**src/core/sfcl_consts.vh**
```
`ifndef SFCL_CONSTS_VH
`define SFCL_CONSTS_VH

// fabric arrangement codes
`define SFCL_ARR_W 2
`define SFCL_ARR_1X8 2'h0
`define SFCL_ARR_2X8 2'h1
`define SFCL_ARR_4X4 2'h2
`define SFCL_ARR_NONE 2'h3

// selector positions
`define SFCL_SEL_DEFAULT 1'b0
`define SFCL_SEL_USER 1'b1

// stored word layout: bit 0 selector, bits 2:1 user arrangement, bit 3 valid
`define SFCL_NV_W 4
`define SFCL_NV_SEL_BIT 0
`define SFCL_NV_ARR_LO 1
`define SFCL_NV_VALID_BIT 3
`define SFCL_NV_RESET 4'h0

// load sequencing
`define SFCL_LOAD_CYCLES 8'h04
`define SFCL_LINK_W 4
`define SFCL_LINK1 4'h1

`endif

```
**src/core/sfcl_loader.v**
```verilog
// What this block does
// - factory default arrangement is a single x8 link.
// - three arrangements selectable: one x8, two x8, four x4.
// - choosing a non-default arrangement moves selector to user and records it.
// - a new choice leaves the loaded fabric alone until the next link reset.
// - reselecting the original before the reset loads the original at that reset.
// - the management endpoint sits on the first link once the first load finishes; before that it reads 0.
// - selector position is kept in nonvolatile storage.
// - fabric is undefined from power-on until the load started by the first link reset finishes.
`timescale 1ns/1ps
`default_nettype none
`include "sfcl_consts.vh"

module sfcl_loader #(
  parameter LOAD_CYCLES = `SFCL_LOAD_CYCLES
) (
  input wire clk,
  input wire rst,
  input wire pcie_rst,
  input wire sel_wr,
  input wire [1:0] sel_arr,
  output reg [1:0] fabric_arr_ff,
  output reg fabric_valid_ff,
  output reg loading_ff,
  output reg pending_sel_ff,
  output reg [1:0] pending_arr_ff,
  output reg [3:0] mgmt_link_ff,
  output reg sel_err_ff
);
  // idle: nothing loaded since power-on; load: image going in; run: fabric up
  localparam ST_IDLE = 2'h0;
  localparam ST_LOAD = 2'h1;
  localparam ST_RUN = 2'h2;
  localparam [7:0] LOAD_LAST = LOAD_CYCLES[7:0] - 8'h01;

  reg [1:0] state_ff;
  reg [1:0] nxt_state;
  reg [7:0] cnt_ff;
  reg pcie_rst_d_ff;
  reg [1:0] load_arr_ff;
  wire [3:0] nv_word;
  wire nv_wr;
  wire [3:0] nv_wdata;
  wire arr_ok;
  wire rst_rise;
  wire [1:0] img_arr;
  wire load_done;

  function [1:0] image_of;
    input [3:0] word;
    begin
      if (word[`SFCL_NV_SEL_BIT] == `SFCL_SEL_USER && word[`SFCL_NV_VALID_BIT]) begin
        image_of = word[`SFCL_NV_ARR_LO+1:`SFCL_NV_ARR_LO];
      end else begin
        image_of = `SFCL_ARR_1X8;
      end
    end
  endfunction

  function legal_arr;
    input [1:0] arr;
    begin
      legal_arr = (arr != `SFCL_ARR_NONE);
    end
  endfunction

  function rose_of;
    input now_v;
    input was_v;
    begin
      rose_of = now_v && !was_v;
    end
  endfunction

  assign arr_ok = legal_arr(sel_arr);
  assign nv_wr = sel_wr && arr_ok;
  // picking 1x8 puts the selector back to default, so the old image returns
  assign nv_wdata = (sel_arr == `SFCL_ARR_1X8) ? {1'b1, `SFCL_ARR_1X8, `SFCL_SEL_DEFAULT}
                                               : {1'b1, sel_arr, `SFCL_SEL_USER};
  assign rst_rise = rose_of(pcie_rst, pcie_rst_d_ff);
  assign img_arr = image_of(nv_word);

  sfcl_nv_store #(
    .WIDTH(`SFCL_NV_W)
  ) u_nv (
    .clk(clk),
    .rst(rst),
    .wr_en(nv_wr),
    .wr_data(nv_wdata),
    .rd_data_ff(nv_word)
  );

  always @* begin
    nxt_state = state_ff;
    case (state_ff)
      ST_IDLE: begin
        if (rst_rise) begin
          nxt_state = ST_LOAD;
        end
      end
      ST_LOAD: begin
        // a reset on the last load cycle beats finishing, else the restart would be lost
        if (rst_rise) begin
          nxt_state = ST_LOAD;
        end else if (cnt_ff == 8'h00) begin
          nxt_state = ST_RUN;
        end
      end
      ST_RUN: begin
        if (rst_rise) begin
          nxt_state = ST_LOAD;
        end
      end
      default: begin
        nxt_state = ST_IDLE;
      end
    endcase
  end

  assign load_done = (state_ff == ST_LOAD) && (cnt_ff == 8'h00) && !rst_rise;

  always @(posedge clk) begin
    if (rst) begin
      state_ff <= ST_IDLE;
    end else begin
      state_ff <= nxt_state;
    end
  end

  // detector idles low like the host's reset line, so no false load follows rst
  always @(posedge clk) begin
    if (rst) begin
      pcie_rst_d_ff <= 1'b0;
    end else begin
      pcie_rst_d_ff <= pcie_rst;
    end
  end

  always @(posedge clk) begin
    if (rst) begin
      cnt_ff <= 8'h00;
    end else if (rst_rise) begin
      cnt_ff <= LOAD_LAST;
    end else if ((state_ff == ST_LOAD) && (cnt_ff != 8'h00)) begin
      cnt_ff <= cnt_ff - 8'h01;
    end
  end

  // image latched at the reset edge; later selections wait for the next reset
  always @(posedge clk) begin
    if (rst) begin
      load_arr_ff <= `SFCL_ARR_NONE;
    end else if (rst_rise) begin
      load_arr_ff <= img_arr;
    end
  end

  always @(posedge clk) begin
    if (rst) begin
      fabric_arr_ff <= `SFCL_ARR_NONE;
    end else if (rst_rise) begin
      fabric_arr_ff <= `SFCL_ARR_NONE;
    end else if (load_done) begin
      // a new link reset restarts the load; the image goes in only once the count runs out
      fabric_arr_ff <= load_arr_ff;
    end
  end

  always @(posedge clk) begin
    if (rst) begin
      fabric_valid_ff <= 1'b0;
    end else if (rst_rise) begin
      fabric_valid_ff <= 1'b0;
    end else if (load_done) begin
      fabric_valid_ff <= 1'b1;
    end
  end

  always @(posedge clk) begin
    if (rst) begin
      loading_ff <= 1'b0;
    end else if (rst_rise) begin
      loading_ff <= 1'b1;
    end else if (load_done) begin
      loading_ff <= 1'b0;
    end
  end

  always @(posedge clk) begin
    if (rst) begin
      mgmt_link_ff <= 4'h0;
    end else if (load_done) begin
      mgmt_link_ff <= `SFCL_LINK1;
    end
  end

  // pending view trails the store by one cycle; it reports only, it never loads
  always @(posedge clk) begin
    if (rst) begin
      pending_sel_ff <= `SFCL_SEL_DEFAULT;
    end else begin
      pending_sel_ff <= nv_word[`SFCL_NV_SEL_BIT];
    end
  end

  always @(posedge clk) begin
    if (rst) begin
      pending_arr_ff <= `SFCL_ARR_1X8;
    end else begin
      pending_arr_ff <= img_arr;
    end
  end

  always @(posedge clk) begin
    if (rst) begin
      sel_err_ff <= 1'b0;
    end else begin
      sel_err_ff <= sel_wr && !arr_ok;
    end
  end
endmodule // sfcl_loader

`default_nettype wire

```
**src/core/sfcl_nv_store.v**
```verilog
`timescale 1ns/1ps
`default_nettype none
`include "sfcl_consts.vh"

// nonvolatile selector cell; the rst port only restarts the read register,
// the stored word itself is never cleared so it outlives power cycles
module sfcl_nv_store #(
  parameter WIDTH = `SFCL_NV_W
) (
  input wire clk,
  input wire rst,
  input wire wr_en,
  input wire [WIDTH-1:0] wr_data,
  output reg [WIDTH-1:0] rd_data_ff
);
  reg [WIDTH-1:0] cell_ff;
  reg init_ff;

  // an unwritten cell reads as the factory word
  initial cell_ff = `SFCL_NV_RESET;
  initial init_ff = 1'b0;

  always @(posedge clk) begin
    if (wr_en) begin
      cell_ff <= wr_data;
    end
    init_ff <= 1'b1;
  end

  always @(posedge clk) begin
    if (rst) begin
      // the stored word must stand at release, or a link reset on the first edge loads the factory image
      rd_data_ff <= init_ff ? cell_ff : `SFCL_NV_RESET;
    end else if (wr_en) begin
      rd_data_ff <= wr_data;
    end else begin
      rd_data_ff <= init_ff ? cell_ff : `SFCL_NV_RESET;
    end
  end
endmodule // sfcl_nv_store

`default_nettype wire

```
**config.mk**
```make
export PLATFORM = sky130hd
export DESIGN_NAME = sfcl_loader
export DESIGN_NICKNAME = d
export VERILOG_FILES = /design/src/core/sfcl_loader.v /design/src/core/sfcl_nv_store.v
export VERILOG_INCLUDE_DIRS = /design/src /design/src/core
export SDC_FILE = /design/constraint.sdc
export NUM_CORES = 1
export LEC_CHECK = 0
export BUFFER_PORTS_ARGS = -buffer_cell sky130_fd_sc_hd__buf_2
export CAP_MARGIN = 20
export CORE_MARGIN = 5
export CORE_UTILIZATION = 50
export CTS_CLUSTER_SIZE = 28
export DETAILED_ROUTE_END_ITERATION = 6
export GPL_ROUTABILITY_DRIVEN = 0
export MAX_ROUTING_LAYER = met4
export PLACE_DENSITY = 0.79
export SYNTH_ARGS = -nofsm -noshare
export SYNTH_HDL_FRONTEND = slang
export SYNTH_SLANG_ARGS = --single-unit
```
**constraint.sdc**
```tcl
create_clock -name clk -period 2.1 [get_ports clk]
set_input_delay 0.315 -clock clk [delete_from_list [all_inputs] [get_ports clk]]
set_output_delay 0.315 -clock clk [all_outputs]
set_load 0.005 [all_outputs]
```
==> summary.txt <==
status: finished clean
Post-DRT Antenna Nets: 0
WP data arrival: 2.09 ns
total global routing overflow: 0
worst setup path class: register to register
Clock Path Buffers: 2
Net Switching: 299 uW
drt initial violations: 20
register area share after synthesis: 51.2%
YS warnings: 0
total power: 1.26 mW
vias in the first global route: 902
root buffer cell: clkbuf_4
clock-pin slew on the worst setup and hold paths: 0.09 ns
Setup Skew: 0.00410 ns
share of cells above drive strength 1: 19.4%
clk_lat worst skew: 0.33 ns
Int Power: 961 uW
Worst Setup End Kind: register
Critical-path top delay cell: or4_1
Pwr Density: 945 mW/mm2
n_diodes: 0
# hold bufs at CTS: 0
Max VDD drop: 0.681 mV
CTS tree: built
area leader, netlist: dfxtp_1
crit path time final: 1.83 ns
Total GRT Usage: 15.1%
Hold/Removal Path Class: input port to register
Reg power frac: 50.6%
IO Count: 18
worst path buffer plus inverter count: 1
setup bufs post-CTS: 0
most numerous cell in the Yosys netlist: dfxtp_1
synth cell count leaders: 30 x dfxtp_1, 23 x nor2_1, 6 x a21oi_1, 6 x nor2b_1, 5 x xor2_1
total CTS buffers: 5
Nets: 147
worst hold start: pcie_rst
clk sinks: 30
synthesis-to-finish area growth: 13.5%
part of the power in combinational logic: 12.6%
WL final: 2040 um
Die Width: 58.5 um
top-area cell type share of the netlist area: 51.2%
Syn Area/Cell: 9.62 um2
Rel. slew slack: 66.0%
via count: 888
EDFF count, synth: 0
top cells by area, synth: dfxtp_1 51%, nor2_1 7.4%, xor2_1 3.7%
initial antenna violation count: 0
initial core utilization: 52.5%
critical-path cell list: inv_1 > ha_1 > or3b_1 > o2111ai_1 > or4_1 > a21oi_1
Site Rows: 17
reg2reg end: cnt_ff[7]
Setup-failing EPs final: 0
Setup WS pre-CTS: 0.340 ns
Post-synth ARST share: 0%
Max Slew Vio Count: 0
post-synthesis instance area: 0.00117 mm2
largest net degree at the start of global routing: 16
number of synthesized register bits: 30
Max Cap Viol: 0
final hold violation count: 0
first-pass GRT wire length: 3730 um
crit start category: register
core area: 0.00223 mm2
Sw Share: 23.7%
DRC errors left: 0
CP top delay family: simple AND/OR/NAND/NOR gates
Layout Cells excl Fill: 167
Final Cycle Share: 87.1%
Cells after DPL: 160
Resize count post-CTS: 0
CP Data Required Time: 2.36 ns
Worst R2R Start: cnt_ff[0]
total die area: 0.00342 mm2
WHS: 0.221 ns
Final WS setup: 0.271 ns
Peak Freq: 547 MHz
P_leak: 0.556 nW
post-synth cell types: 35
DR pass1 iterations: 4
r2r setup slk: 0.27 ns
H-tree Lvls: 2
post-detail-place hpwl: 1470 um
Clk pwr share: 36.7%
Vias per Instance: 5.32
hold path depth: 2
I/O Buffers: 14
Total Neg Setup Slack: 0 ns
synthesized netlist cell count: 122
Top FF cell, synth: dfxtp_1
worst-case reg-to-reg path depth: 6
RSZ-0062 raised after global routing: false
Worst Hold End: pcie_rst_d_ff
drt wl/cell: 12.2 um
Worst-Margin Slew: 0.508 ns
max incr delay on CP: 0.47 ns
die height: 58.5 um
crit path max fanout: 5
[through the flow]
stage / area, um2 / utilization [%]
2_1_floorplan: 1180 / -
3_3_place_gp: 1250 / 56.0
3_5_place_dp: 1250 / 56.0
4_1_cts: 1330 / 59.7
5_1_grt: 1330 / 59.7
6_report: 1330 / 59.7
[cells in the final DEF (no fill, tap or decap), types with 2 or more instances in the layout]
cell type,synthesis,final
nor3_1,3,3
dfxtp_1,30,30
buf_2,1,14
mux2i_1,2,2
nor3b_1,3,3
o211ai_1,2,2
xor2_1,5,5
nor2b_1,6,6
a311oi_1,2,2
nand2_1,4,4
inv_1,4,4
clkbuf_4,0,5
a21oi_1,6,6
or2_2,2,2
conb_1,1,3
nand2b_1,4,4
ha_1,2,2
nor2_1,23,23
a221o_1,2,2
[per-layer routing]
metal  global-route usage, %  part of all wire, %  vias to the layer above
li1                        -                    -                      448
met1                    15.3                   43                      415
met3                    5.26                  4.9                        8
met5                       -                    0                        -
met2                    24.2                   49                       17
met4                    10.6                  3.3                        0
[cell families after synthesis]
family | after synthesis | share of synthesized area, %
and+or+nand+nor | 52 | 23.1
muxes | 3 | 2.67
other | 1 | 0.320
AOI/OAI and AO/OA | 18 | 11.8
adders and majority gates | 2 | 2.13
DFF | 30 | 51.2
buffers and inverters | 10 | 4.26
xor gates and xnor gates | 6 | 4.48
[power by group through the flow]
stage	Combinational (mW)	Sequential [mW]	Clock (mW)
2_1_floorplan	0.125	0.646	0
3_3_place_gp	0.154	0.648	0
3_5_place_dp	0.159	0.650	0
4_1_cts	0.161	0.637	0.474
5_1_grt	0.183	0.644	0.502
6_report	0.159	0.638	0.463
[worst register-to-register path, stage by stage (launching register included)]
cell and delay (ns):
dfxtp_1 0.40, inv_1 0.09, ha_1 0.20, or3b_1 0.25, o2111ai_1 0.20, or4_1 0.47
a21oi_1 0.15
[flip-flops by register name, summed over array words and instances (netlist names), 2 cells and up]
register	count
load_arr_ff	2
u_nv.cell_ff	4
pending_arr_ff	2
fabric_arr_ff	2
cnt_ff	8
u_nv.rd_data_ff	4
state_ff	2
[worst max-delay path by stage]
stage / start / depth (start not counted) / end
finish: cnt_ff[0] / 6 / cnt_ff[7]
global route: cnt_ff[0] / 6 / cnt_ff[7]
detailed placement: cnt_ff[0] / 6 / cnt_ff[7]
CTS: cnt_ff[0] / 6 / cnt_ff[7]
global placement: cnt_ff[0] / 6 / cnt_ff[7]
floorplan: cnt_ff[0] / 6 / cnt_ff[7]
[layout make-up]
| type | instances | area (um2) |
|---|---|---|
| clock buffers | 6 | 51.3 |
| multi-input cells | 84 | 531 |
| flip-flops and latches | 30 | 601 |
| clock inverters | 1 | 30.0 |
| well taps | 28 | 35.0 |
| inverters | 4 | 15.0 |
| repair buffers | 14 | 70.1 |
| fillers | 193 | 901 |
Note: power is estimated with default switching activity, not from simulation.
